[config.mk]
export PLATFORM = sky130hd
export DESIGN_NAME = iwd_watchdog
export DESIGN_NICKNAME = d
export VERILOG_FILES = /design/src/rtl/iwd_pkg.sv /design/src/rtl/iwd_unit_tick.sv /design/src/rtl/iwd_key_lock.sv /design/src/rtl/iwd_watchdog.sv
export SDC_FILE = /design/constraint.sdc
export NUM_CORES = 1
export LEC_CHECK = 0
export BUFFER_PORTS_ARGS = -buffer_cell sky130_fd_sc_hd__buf_2
export CAP_MARGIN = 10
export CORE_MARGIN = 4
export CORE_UTILIZATION = 35
export DETAILED_ROUTE_END_ITERATION = 6
export GPL_ROUTABILITY_DRIVEN = 0
export GPL_TIMING_DRIVEN = 0
export PLACE_DENSITY = 0.51
export SYNTH_ARGS = -nofsm -noshare
export SYNTH_HDL_FRONTEND = slang
export SYNTH_SLANG_ARGS = --single-unit
[constraint.sdc]
create_clock -name clk_in -period 5.5 [get_ports clk_in]
set_clock_uncertainty 0.2 [all_clocks]
set_input_delay 0.825 -clock clk_in [delete_from_list [all_inputs] [get_ports clk_in]]
set_output_delay 0.825 -clock clk_in [all_outputs]
set_load 0.05 [all_outputs]
[src/rtl/iwd_pkg.sv]
package iwd_pkg;

  localparam logic [15:0] IDX_PORT = 16'h002E;
  localparam logic [15:0] DATA_PORT = 16'h002F;
  localparam logic [7:0] KEY_UNLOCK = 8'h87;
  localparam logic [7:0] KEY_LOCK = 8'hAA;
  localparam logic [7:0] REG_FUNC_SEL = 8'h07;
  localparam logic [7:0] REG_ACTIVATE = 8'h30;
  localparam logic [7:0] REG_UNIT = 8'hF5;
  localparam logic [7:0] REG_COUNT = 8'hF6;
  localparam logic [7:0] REG_CTRL = 8'hF7;
  localparam logic [7:0] FUNC_WDT = 8'h08;
  localparam logic [7:0] ACT_ON = 8'h01;
  localparam logic [7:0] READ_IDLE = 8'hFF;
  localparam int UNIT_MIN_BIT = 3;
  localparam int CTRL_MOUSE_BIT = 7;
  localparam int CTRL_KBD_BIT = 6;
  localparam int CTRL_FORCE_BIT = 5;
  localparam int CTRL_STATUS_BIT = 4;

  localparam int CLK_PERIOD_NS = 8;
  localparam int UNIT_SEC_NS = 1000000000;
  localparam int CYC_PER_SEC = UNIT_SEC_NS / CLK_PERIOD_NS;
  localparam int SECS_PER_MIN = 60;
  localparam int CYC_W = 27;

  typedef struct packed {
    logic [15:0] addr;
    logic wr;
    logic rd;
    logic [7:0] wdata;
  } iwd_io_req_t;

  typedef enum logic [1:0] {LK_LOCKED, LK_KEY1, LK_OPEN} iwd_lock_state_t;

  typedef struct packed {
    iwd_lock_state_t state;
  } iwd_lock_t;

  typedef struct packed {
    logic [CYC_W-1:0] cyc;
    logic [5:0] secs;
    logic sec_tick;
    logic min_tick;
  } iwd_tick_t;

  typedef struct packed {
    logic [7:0] index;
    logic [7:0] func_sel;
    logic active;
    logic unit_min;
    logic [7:0] reload;
    logic [7:0] count;
    logic kbd_en;
    logic mouse_en;
    logic timeout;
    logic [7:0] rdata;
    logic rvalid;
  } iwd_wdt_t;

  localparam iwd_lock_t LOCK_RST = '{state: LK_LOCKED};
  localparam iwd_tick_t TICK_RST = '{cyc: '0, secs: '0, sec_tick: 1'b0, min_tick: 1'b0};
  localparam iwd_wdt_t WDT_RST = '{index: 8'h00, func_sel: 8'h00, active: 1'b0,
    unit_min: 1'b0, reload: 8'h00, count: 8'h00, kbd_en: 1'b0, mouse_en: 1'b0,
    timeout: 1'b0, rdata: 8'h00, rvalid: 1'b0};

  function automatic logic iwd_port_hit(input logic [15:0] addr, input logic [15:0] port);
    iwd_port_hit = (addr == port);
  endfunction : iwd_port_hit

endpackage : iwd_pkg

[src/rtl/iwd_unit_tick.sv]
`timescale 1ns/1ps
module iwd_unit_tick #(
  parameter int CYC_PER_SEC = iwd_pkg::CYC_PER_SEC
) (
  input wire logic clk_in,
  input wire logic resetn_in,
  input wire logic restart_in,
  output logic sec_tick_out,
  output logic min_tick_out
);
  import iwd_pkg::*;

  iwd_tick_t st_reg;
  iwd_tick_t st_next;

  // Seconds and minutes are cut from the core clock; a restart realigns both.
  always_comb begin
    st_next = st_reg;
    st_next.sec_tick = 1'b0;
    st_next.min_tick = 1'b0;
    if (restart_in) begin
      st_next.cyc = '0;
      st_next.secs = '0;
    end else if (st_reg.cyc == CYC_W'(CYC_PER_SEC - 1)) begin
      st_next.cyc = '0;
      st_next.sec_tick = 1'b1;
      if (st_reg.secs == 6'(SECS_PER_MIN - 1)) begin
        st_next.secs = '0;
        st_next.min_tick = 1'b1;
      end else begin
        st_next.secs = st_reg.secs + 6'h01;
      end
    end else begin
      st_next.cyc = st_reg.cyc + CYC_W'(1);
    end
  end

  always_ff @(posedge clk_in or negedge resetn_in) begin
    if (!resetn_in) begin
      st_reg <= TICK_RST;
    end else begin
      st_reg <= st_next;
    end
  end

  assign sec_tick_out = st_reg.sec_tick;
  assign min_tick_out = st_reg.min_tick;
endmodule : iwd_unit_tick

[src/rtl/iwd_key_lock.sv]
`timescale 1ns/1ps
module iwd_key_lock (
  input wire logic clk_in,
  input wire logic resetn_in,
  input wire logic idx_wr_in,
  input wire logic data_wr_in,
  input wire logic [7:0] wdata_in,
  output logic unlocked_out
);
  import iwd_pkg::*;

  iwd_lock_t st_reg;
  iwd_lock_t st_next;

  // Any port write between the two keys breaks the unlock sequence.
  always_comb begin
    st_next = st_reg;
    case (st_reg.state)
      LK_LOCKED: begin
        if (idx_wr_in && wdata_in == KEY_UNLOCK) begin
          st_next.state = LK_KEY1;
        end
      end
      LK_KEY1: begin
        if (idx_wr_in && wdata_in == KEY_UNLOCK) begin
          st_next.state = LK_OPEN;
        end else if (idx_wr_in || data_wr_in) begin
          st_next.state = LK_LOCKED;
        end
      end
      LK_OPEN: begin
        if (idx_wr_in && wdata_in == KEY_LOCK) begin
          st_next.state = LK_LOCKED;
        end
      end
      default: begin
        st_next.state = LK_LOCKED;
      end
    endcase
  end

  always_ff @(posedge clk_in or negedge resetn_in) begin
    if (!resetn_in) begin
      st_reg <= LOCK_RST;
    end else begin
      st_reg <= st_next;
    end
  end

  assign unlocked_out = (st_reg.state == LK_OPEN);
endmodule : iwd_key_lock

[src/rtl/iwd_watchdog.sv]
`timescale 1ns/1ps
module iwd_watchdog #(
  parameter int CYC_PER_SEC = iwd_pkg::CYC_PER_SEC
) (
  input wire logic clk_in,
  input wire logic resetn_in,
  input iwd_pkg::iwd_io_req_t io_req_in,
  input wire logic kbd_activity_in,
  input wire logic mouse_activity_in,
  output logic [7:0] io_rdata_out,
  output logic io_rvalid_out,
  output logic wdt_timeout_out
);
  import iwd_pkg::*;

  iwd_wdt_t st_reg;
  iwd_wdt_t st_next;
  logic idx_wr;
  logic data_wr;
  logic idx_rd;
  logic data_rd;
  logic unlocked;
  logic wdt_sel;
  logic sec_tick;
  logic min_tick;
  logic unit_tick;
  logic cnt_wr;
  logic ctrl_wr;
  logic force_to;
  logic key_restart;
  logic expire;
  logic restart;

  // Index and data ports are decoded from the host I/O address.
  assign idx_wr = io_req_in.wr && iwd_port_hit(io_req_in.addr, IDX_PORT);
  assign data_wr = io_req_in.wr && iwd_port_hit(io_req_in.addr, DATA_PORT);
  assign idx_rd = io_req_in.rd && iwd_port_hit(io_req_in.addr, IDX_PORT);
  assign data_rd = io_req_in.rd && iwd_port_hit(io_req_in.addr, DATA_PORT);

  iwd_key_lock u_key_lock (
    .clk_in(clk_in),
    .resetn_in(resetn_in),
    .idx_wr_in(idx_wr),
    .data_wr_in(data_wr),
    .wdata_in(io_req_in.wdata),
    .unlocked_out(unlocked)
  );

  iwd_unit_tick #(
    .CYC_PER_SEC(CYC_PER_SEC)
  ) u_unit_tick (
    .clk_in(clk_in),
    .resetn_in(resetn_in),
    .restart_in(restart),
    .sec_tick_out(sec_tick),
    .min_tick_out(min_tick)
  );

  // Watchdog registers are only reachable with the watchdog function selected.
  assign wdt_sel = unlocked && (st_reg.func_sel == FUNC_WDT);
  assign cnt_wr = data_wr && wdt_sel && (st_reg.index == REG_COUNT);
  assign ctrl_wr = data_wr && wdt_sel && (st_reg.index == REG_CTRL);
  assign force_to = ctrl_wr && io_req_in.wdata[CTRL_FORCE_BIT];
  assign unit_tick = st_reg.unit_min ? min_tick : sec_tick;
  assign key_restart = st_reg.active
    && ((st_reg.kbd_en && kbd_activity_in)
    || (st_reg.mouse_en && mouse_activity_in));
  assign expire = st_reg.active && (st_reg.count == 8'h01) && unit_tick;
  assign restart = cnt_wr || key_restart;

  always_comb begin
    st_next = st_reg;
    st_next.rvalid = 1'b0;
    if (idx_wr && unlocked) begin
      st_next.index = io_req_in.wdata;
    end
    if (data_wr && unlocked && st_reg.index == REG_FUNC_SEL) begin
      st_next.func_sel = io_req_in.wdata;
    end
    if (data_wr && wdt_sel && st_reg.index == REG_ACTIVATE) begin
      st_next.active = (io_req_in.wdata == ACT_ON);
    end
    if (data_wr && wdt_sel && st_reg.index == REG_UNIT) begin
      st_next.unit_min = io_req_in.wdata[UNIT_MIN_BIT];
    end
    // Countdown; a zero count stays stopped.
    if (st_reg.active && st_reg.count != 8'h00 && unit_tick) begin
      st_next.count = st_reg.count - 8'h01;
    end
    if (key_restart) begin
      st_next.count = st_reg.reload;
    end
    if (cnt_wr) begin
      st_next.reload = io_req_in.wdata;
      st_next.count = io_req_in.wdata;
      st_next.timeout = 1'b0;
    end
    if (ctrl_wr) begin
      st_next.mouse_en = io_req_in.wdata[CTRL_MOUSE_BIT];
      st_next.kbd_en = io_req_in.wdata[CTRL_KBD_BIT];
      if (!io_req_in.wdata[CTRL_STATUS_BIT]) begin
        st_next.timeout = 1'b0;
      end
    end
    // Expiry and a forced timeout win over any clear in the same cycle.
    if (expire || force_to) begin
      st_next.timeout = 1'b1;
    end
    if (idx_rd || data_rd) begin
      st_next.rvalid = 1'b1;
      st_next.rdata = READ_IDLE;
      if (unlocked && idx_rd) begin
        st_next.rdata = st_reg.index;
      end else if (unlocked && st_reg.index == REG_FUNC_SEL) begin
        st_next.rdata = st_reg.func_sel;
      end else if (wdt_sel) begin
        case (st_reg.index)
          REG_ACTIVATE: begin
            st_next.rdata = {7'h00, st_reg.active};
          end
          REG_UNIT: begin
            st_next.rdata = 8'h00;
            st_next.rdata[UNIT_MIN_BIT] = st_reg.unit_min;
          end
          REG_COUNT: begin
            st_next.rdata = st_reg.count;
          end
          REG_CTRL: begin
            st_next.rdata = 8'h00;
            st_next.rdata[CTRL_MOUSE_BIT] = st_reg.mouse_en;
            st_next.rdata[CTRL_KBD_BIT] = st_reg.kbd_en;
            st_next.rdata[CTRL_STATUS_BIT] = st_reg.timeout;
          end
          default: begin
            st_next.rdata = READ_IDLE;
          end
        endcase
      end
    end
  end

  always_ff @(posedge clk_in or negedge resetn_in) begin
    if (!resetn_in) begin
      st_reg <= WDT_RST;
    end else begin
      st_reg <= st_next;
    end
  end

  assign io_rdata_out = st_reg.rdata;
  assign io_rvalid_out = st_reg.rvalid;
  assign wdt_timeout_out = st_reg.timeout;
endmodule : iwd_watchdog

==> Word level (Yosys, flattened, before mapping) <==
Index checks and enable logic that the tools add are counted.
{ "word_totals": {"ff_bits": 83, "word_cells": 97, "output_inout_bits": 10} }
{ "op_classes": {"eq_ne": 19, "mux": 24, "add_sub_neg": 3, "n_reduce_logical": 35} }
{ "ops": {"columns": ["operator", "n"], "rows": [
  ["two-way mux 8 bit", 7],
  ["equality test 8 bit (second input constant)", 5],
  ["two-way mux 33 bit", 1],
  ["equality test 16 x 6 -> 1 bit (second input constant)", 2],
  ["case mux 8 bit (4 select lines)", 1],
  ["adder 27 x 1 -> 27 bit (second input constant)", 1],
  ["equality test 27 bit (second input constant)", 1],
  ["two-way mux 27 bit", 1],
  ["logical AND 1 bit", 25],
  ["equality test 8 x 1 -> 1 bit (second input constant)", 2],
  ["two-way mux 2 bit", 5],
  ["equality test 8 x 3 -> 1 bit (second input constant)", 1],
  ["equality test 8 x 4 -> 1 bit (second input constant)", 1],
  ["equality test 8 x 6 -> 1 bit (second input constant)", 1],
  ["nonzero test 8 bit", 1],
  ["subtractor 8 x 1 -> 8 bit (second input constant)", 1],
  ["two-way mux 1 bit", 7],
  ["adder 6 x 1 -> 6 bit (second input constant)", 1],
  ["equality test 6 bit (second input constant)", 1],
  ["two-way mux 6 bit", 1],
  ["case mux 2 bit (3 select lines)", 1],
  ["logical OR 1 bit", 5],
  ["!= test 2 x 1 -> 1 bit (second input constant)", 2],
  ["!= test 3 x 1 -> 1 bit (second input constant)", 1],
  ["6 further kinds", 6]
]} }

==> Logic depth before layout (Yosys ltp) <==
Gate-level depths: netlist of the first run.
{ "depth": {"depth_word": 8, "mapped_depth": 8, "mapped_depth_nobuf": 7} }

==> Cells and area by module <==
Synthesis of the first run repeated with hierarchy kept, for this count alone.
{ "hier_totals": {"cells_unflattened": 456, "area_unflattened_um2": 4649.5} }
{ "modules_own_cells": {"columns": ["mod", "seq_area_each_um2", "instances", "cells_each", "area_per_inst_um2"], "rows": [
  ["iwd_watchdog", 1151.1, 1, 257, 2680.1],
  ["iwd_unit_tick", 875.8, 1, 187, 1824.2],
  ["iwd_key_lock", 50.0, 1, 12, 145.1]
]} }

==> Worst setup path before layout of the first run <==
Ideal clock, no wire load.
{ "synth_timing": {"kind": "in2reg", "start": "input io_req_in[14] (netlist bit)", "end": "register st_reg[17] (netlist bit)", "path_buffers": 1, "path_stages": 6, "setup_ns": 0.125, "path_slack_ns": 2.567, "t_required_ns": 5.175, "arrival_ns": 2.608, "cell_sequence": "or4b_1 -> nor4_4 -> nand3_2 -> buf_6 -> mux2_4 -> mux2_4"} }
{ "synth_via": {"elab_chain_cells": 5, "elab_cells_between_ends": 6} }
{ "synth_rtl": {"columns": ["element", "line_no", "text"], "rows": [
  ["start, declared", "iwd_watchdog.sv:7", "input iwd_pkg::iwd_io_req_t io_req_in,"],
  ["equality test 16 x 6 -> 1 bit *", "iwd_pkg.sv:68", "iwd_port_hit = (addr == port);"],
  ["logical AND 1 bit *", "iwd_watchdog.sv:36", "assign data_wr = io_req_in.wr && iwd_port_hit(io_req_in.addr, DATA_PORT);"],
  ["logical AND 1 bit * (2 in series)", "iwd_watchdog.sv:61", "assign cnt_wr = data_wr && wdt_sel && (st_reg.index == REG_COUNT);"],
  ["nonzero test 3 bit (no line) / two-way mux 8 bit (equally long branches)", null, null],
  ["end signal, assigned", "iwd_watchdog.sv:146", "st_reg <= st_next;"],
  ["end, declared", "iwd_watchdog.sv:16", "iwd_wdt_t st_reg;"]
]} }
Every way passes the cells marked *; elsewhere a longest branch is shown, timed or not.
A chain may end at the register's enable or synchronous reset.

==> Worst setup path in the final report of the first run <==
{ "layout_timing": {"start": "input io_req_in[23] (netlist bit)", "end": "register st_reg[16] (netlist bit)"} }
The elaborated chain is that of the path after synthesis.

==> results of run 1 <==
[worst paths after layout]
check / from / endpoint / slack (ns) / depth (start not counted)
max: io_req_in[23] / st_reg[16] / 2.49 / 7
min: resetn_in / st_reg[26] / 0.20 / 1
max reg2reg: st_reg[11] / st_reg[17] / 2.71 / 5
min reg2reg: st_reg[24] / st_reg[24] / 0.27 / 2
max in group asynchronous: resetn_in / u_unit_tick.st_reg[30] / 4.29 / 2
min in group clk_in: st_reg[24] / st_reg[24] / 0.27 / 2
[layer usage]
| metal | track usage [%] | part of all wire (%) | up-vias |
|---|---|---|---|
| met4 | 5.952 | 1.7 | 0 |
| met5 | 0 | 0 | - |
| met1 | 22.17 | 47 | 1797 |
| met3 | 3.482 | 3.7 | 12 |
| li1 | - | - | 1770 |
| met2 | 26.73 | 47 | 82 |
[placed cells by master (no fill, tap or decap), drive strengths merged, types with 4 or more instances in the layout]
master	instances
or4	13
buf	53
or4b	4
nand4	12
clkbuf	23
nor4b	6
a31oi	4
and3	10
nor2	41
dfrtp	83
o221ai	5
mux2i	6
nand3	20
xnor2	9
or3	10
o21ai	16
mux2	30
ha	4
xor2	16
a21oi	23
inv	12
and2	7
nor4	7
nor3	16
nand2	45
o31ai	4
[stage by stage]
step           cells  utilization [%]  power [mW]
2_1_floorplan    461                -      0.6275
3_3_place_gp     672            39.11      0.6590
3_5_place_dp     673            39.35      0.6623
4_1_cts          688            41.56       1.248
5_1_grt          688            41.56       1.283
6_report         688            41.56       1.228
[final cells by class]
type | count | area share, %
clock buffers | 13 | 5.132
multi-input cells | 343 | 43.48
repair buffers | 40 | 4.277
plain buffers | 23 | 2.542
flip-flops and latches | 83 | 39.44
clock inverters | 2 | 0.1901
well taps | 172 | 4.086
inverters | 12 | 0.8553
[report_power, final]
part / internal (mW) / total, mW / leakage (nW) / switching [mW]
Clock: 0.339 / 0.578 / 0.141 / 0.239
Sequential: 0.611 / 0.611 / 1.05 / 0.0000504
Combinational: 0.0128 / 0.0392 / 1.21 / 0.0265
Total: 0.962 / 1.23 / 2.40 / 0.265
[cells by family (layout without fill, tap and decap cells)]
family          count (synthesis)  count (layout)  share of synthesized area (%)
compound gates                 69              69                          9.524
xor+xnor                       25              25                          4.817
fa+ha+maj                       4               4                          1.101
buf+inv                        35              90                          3.936
flops                          83              83                          45.69
mux                            36              36                          9.083
simple gates                  209             209                          25.85
==> flow_summary.toml, run 1 <==
[setup_path]
startpoint_type = "input pin"
crit_buf_inv = 2
cpPeakStageDelay_ns = 0.56
cp_cell_sequence = "buf_2 > or4b_4 > nor4_4 > nand3_2 > buf_6 > nand3_2 > mux2_2"
crit_path_frequent_cell = "nand3_2"
crit_required_ns = 5.52
crit_path_end_kind = "flop"
path_class = "input pin to flop"
cp_top_family = "simple AND/OR/NAND/NOR gates"
critPathMaxFanout = 10
worst_path_max_delay_cell = "or4b_4"
arrival_ns = 3.03

[logic_synthesis]
synthFlopType = "dfrtp_1"
synth_top_area_share_pct = 45.69
synth_commonest_cells = "dfrtp_1 (83), nand2_1 (45), nor2_1 (40)"
yosysSeqAreaShare_pct = 45.69
synth_nets = 495
yosys_warnings = 0
synth_area_per_cell_um2 = 9.860
synth_async_sr_flop_share_pct = 100.0
synth_area_leader_cell = "dfrtp_1"
syn-cell-area_um2 = 4546
synth_seq_cells = 83
synth.distinct_cells = 58
synth.most_common_cell = "dfrtp_1"
syn_inst = 461
synth_enable_flop_cells = 0
synthTopCellsByArea = "dfrtp_1 (46%), mux2_2 (6.4%), nand2_1 (3.7%)"

[sta]
final_max_slew_viol_count = 0
setup_ws_ns = 2.489
hold_ws_ns = 0.1953
tns_ns = 0
max_freq_ghz = 0.3321
final.min_clock_period_ns = 3.011
finalHoldViolations = 0
slew_headroom_pct = 26.26
timing.final.crit_share_pct = 54.74
rsz0062_at_grt = "no"
worstMarginPinSlew_ns = 1.098
setup_viol = 0

[layout]
largest_reg_flops = 36
diodes = 0
syn_to_final_growth_pct = 15.85
regArea_um2 = 2077
final_cell_area_um2 = 5266
drive_gt1_share_pct = 21.51
multiInputGateArea_um2 = 2290
nFillCells = 1277
finalNetCount = 546

[power]
p_per_area_nw_per_um2 = 233.1
ir_drop_uv = 147.3
leakagePower_nw = 2.397

[floorplanning]
fp.dieH_um = 122.0
ios = 40
initial_core_util_pct = 35.87
die_x_um = 122.0
design.die.area_um2 = 14870
row_count = 41
core_area_um2 = 12670

[cts]
cts_resized = 0
cts.clk_slew.worst_paths_ns = 0.06
post_cts_buffers = 0
max-clock-path-buffers = 2
insertion_delay_ns = 0.34
clock-root-buffer = "clkbuf_16"
htreeDepth = 3
clock_sinks = 83
cts_made_buffers = 9
tritoncts = "yes"
postCtsHoldBufs = 0

[detailed_routing]
routed_wl_mm = 11.41
drtIter0Drc = 248
first_pass_iters = 5
vias_per_cell = 5.321
num_vias = 3661
wl_per_cell_um = 16.58
detail-route-antenna-nets = 0
drcViolationCount = 0

[worst_hold_path]
hold_class = "input pin to asynchronous set/reset pin"

[flow_run]
drv_cap = 0

[global_route]
antenna_found_initial = 0
grt.total_usage_pct = 16.61
grt_pass1_vias = 3665
gr-total-overflow = 0
grt_first_pass_wirelength_mm = 19.24
grt_start_max_net_pins = 59

[outcome]
outcome = "complete, no violations"

[place]
io_buffers = 39
placed_cell_area_um2 = 4986
hpwl_mm = 8.264
dpl_worst_slack_ns = 2.127
Note: power is estimated with default switching activity, not from simulation.
==> run 2, diff against run 1 <==
--- a/config.mk
+++ b/config.mk
@@ -12,7 +12,7 @@
 export DETAILED_ROUTE_END_ITERATION = 6
 export GPL_ROUTABILITY_DRIVEN = 0
 export GPL_TIMING_DRIVEN = 0
-export PLACE_DENSITY = 0.51
+export PLACE_DENSITY = 0.52
 export SYNTH_ARGS = -nofsm -noshare
 export SYNTH_HDL_FRONTEND = slang
 export SYNTH_SLANG_ARGS = --single-unit
==> constraint.sdc (replaced) <==
create_clock -name clk_in -period 2.5 [get_ports clk_in]
set_clock_uncertainty 0.2 [all_clocks]
set_input_delay 0.375 -clock clk_in [delete_from_list [all_inputs] [get_ports clk_in]]
set_output_delay 0.375 -clock clk_in [all_outputs]
set_load 0.05 [all_outputs]
==> run 2 against run 1 <==
Register-to-register slack got worse by 2.6 ns; global-route usage decreased by 0.51 points; first-iteration DRC count increased by 11%; power increased by 130%; critical path type unchanged; combinational power increased by 130%; via count increased by 1.3%; die area unchanged.
==> flow_summary.toml, run 2 (synthesis results as in run 1) <==
[layout]
syn_to_final_growth_pct = 21.22
final_common_cell = "dfrtp_1"
drive_gt1_share_pct = 27.68
diodes = 0
instances_no_fill = 703
nFillCells = 1247
layout_common_cells = "dfrtp_1 (79), nand2_1 (45), nor2_1 (40), buf_2 (39), mux2_2 (26)"
largest_reg_flops = 36
finalNetCount = 560
final_core_util_pct = 43.49

[detailed_routing]
routed_wl_mm = 11.32
detail-route-antenna-nets = 0
num_vias = 3709
first_pass_iters = 4
vias_per_cell = 5.276
drcViolationCount = 0
drtIter0Drc = 275
wl_per_cell_um = 16.10

[cts]
cts_made_buffers = 9
htreeDepth = 3
cts.clk_slew.worst_paths_ns = 0.06
clock_sinks = 83
clock-root-buffer = "clkbuf_16"
max-clock-path-buffers = 2
insertion_delay_ns = 0.34
tritoncts = "yes"

[floorplanning]
fp.dieH_um = 122.0
die_x_um = 122.0
ios = 40
core_area_um2 = 12670
row_count = 41
initial_core_util_pct = 35.87
design.die.area_um2 = 14870

[sta]
timing.final.crit_share_pct = 97.95
worstMarginPinSlew_ns = 1.177
max_freq_ghz = 0.4084
setup_viol = 0
final_max_slew_viol_count = 0
final.min_clock_period_ns = 2.449
finalHoldViolations = 0
tns_ns = 0
slew_headroom_pct = 21.34
rsz0062_at_grt = "yes"

[power]
p_clk_share_pct = 49.4
p_per_area_nw_per_um2 = 513.6
p_total_mw = 2.830
ir_drop_uv = 402.4
swShare_pct = 20.68
pwr-share-seq_pct = 47.5
switchingPower_mw = 0.5852
internal_power_mw = 2.245
comb_power_share_pct = 3.1
leakagePower_nw = 2.481

[global_route]
grt_first_pass_wirelength_mm = 18.85
antenna_found_initial = 0
grt.total_usage_pct = 16.09
grt_pass1_vias = 3615
gr-total-overflow = 0
grt_start_max_net_pins = 60

[setup_path]
reg2reg_depth = 6
worstSetupEndpoint = "st_reg[38]"
cp_top_family = "simple AND/OR/NAND/NOR gates"
rrSetupSlack_ns = 0.07
crit_buf_inv = 1
r2r_start = "u_unit_tick.st_reg[27]"
crit_path_end_kind = "flop"
cp_cell_sequence = "buf_2 > or4b_4 > or4_4 > nor2_2 > mux2_2"
crit_path_start = "io_req_in[23]"
arrival_ns = 2.47
r2r-end = "u_unit_tick.st_reg[2]"
path_class = "input pin to flop"
cpPeakStageDelay_ns = 0.60
crit_required_ns = 2.52
startpoint_type = "input pin"
critPathMaxFanout = 9
worst_path_max_delay_cell = "or4_4"
cp.depth = 5

[place]
hpwl_mm = 8.042
placed_cells = 673
io_buffers = 39

[worst_hold_path]
hold_class = "input pin to flop"

[outcome]
outcome = "complete, no violations"

[flow_run]
drv_cap = 0
-- run 2: cell types whose count changed in the layout (fill, tap and decap cells not counted), sizes merged --
cell,delta
buf,+13
bufinv,+2
clkbuf,-2
clkinvlp,+1
dlygate4sd3,+1
-- run 2: worst min-delay path by stage --
stage	startpoint	slack [ns]	depth (start not counted)	end
CTS	io_req_in[0]	0.11	2	st_reg[30]
finish	io_req_in[0]	0.13	2	st_reg[30]
global placement	st_reg[22]	0.26	2	st_reg[22]
floorplan	resetn_in	-0.12	0	io_rdata_out[0]
global route	io_req_in[0]	0.11	2	st_reg[30]
detailed placement	resetn_in	0.11	1	st_reg[18]
-- run 2: timing repair --
item | 4_1_cts | 5_1_grt
pin swaps | 7 | 7
endpoints found under the setup margin | 40 | 25
resized for setup | 15 | 14
hold buffers | 1 | 0
buffers inserted | 4 | 10
hold endpoints to repair | 24 | 0
gates cloned | 0 | 0
-- run 2: per-stage QoR --
| stage | hold WS [ns] | setup slack, ns | cell area (um^2) |
|---|---|---|---|
| CTS | 0.1067 | -0.00001510 | 5390 |
| detailed placement | 0.1131 | -0.3859 | 4986 |
| global route | 0.1134 | -0.02103 | 5510 |
| finish | 0.1269 | 0.05113 | 5510 |
| global placement | 0.2555 | -0.4043 | 4956 |
| floorplan | -0.1206 | 0.01710 | 4546 |
-- run 2: cell type report --
type	instances	area, um^2	share of cell area [%]
Buffer	22	128.9	2.339
Clock buffer	11	232.7	4.223
Clock inverter	5	77.57	1.408
Inverter	12	45.04	0.8174
Multi-Input combinational cell	343	2389	43.35
Sequential cell	83	2082	37.78
Tap cell	172	215.2	3.906
Timing Repair Buffer	55	340.3	6.176
-- run 2: power groups by stage --
stage                     Clock (mW)  Combinational, mW  Sequential [mW]
after floorplan                    0             0.0119             1.37
after CTS                       1.44             0.0905             1.34
after detailed placement           0             0.0886             1.37
after global placement             0             0.0819             1.37
after global routing            1.50             0.0999             1.34
final                           1.40             0.0884             1.34
-- run 2: per-layer routing --
layer | GRT usage [%] | vias up | part of all wire (%)
met4 | 4.272 | 0 | 1.4
met5 | 0 | - | 0
li1 | - | 1805 | -
met1 | 20.89 | 1842 | 47
met3 | 4.457 | 10 | 3.1
met2 | 26.52 | 52 | 49
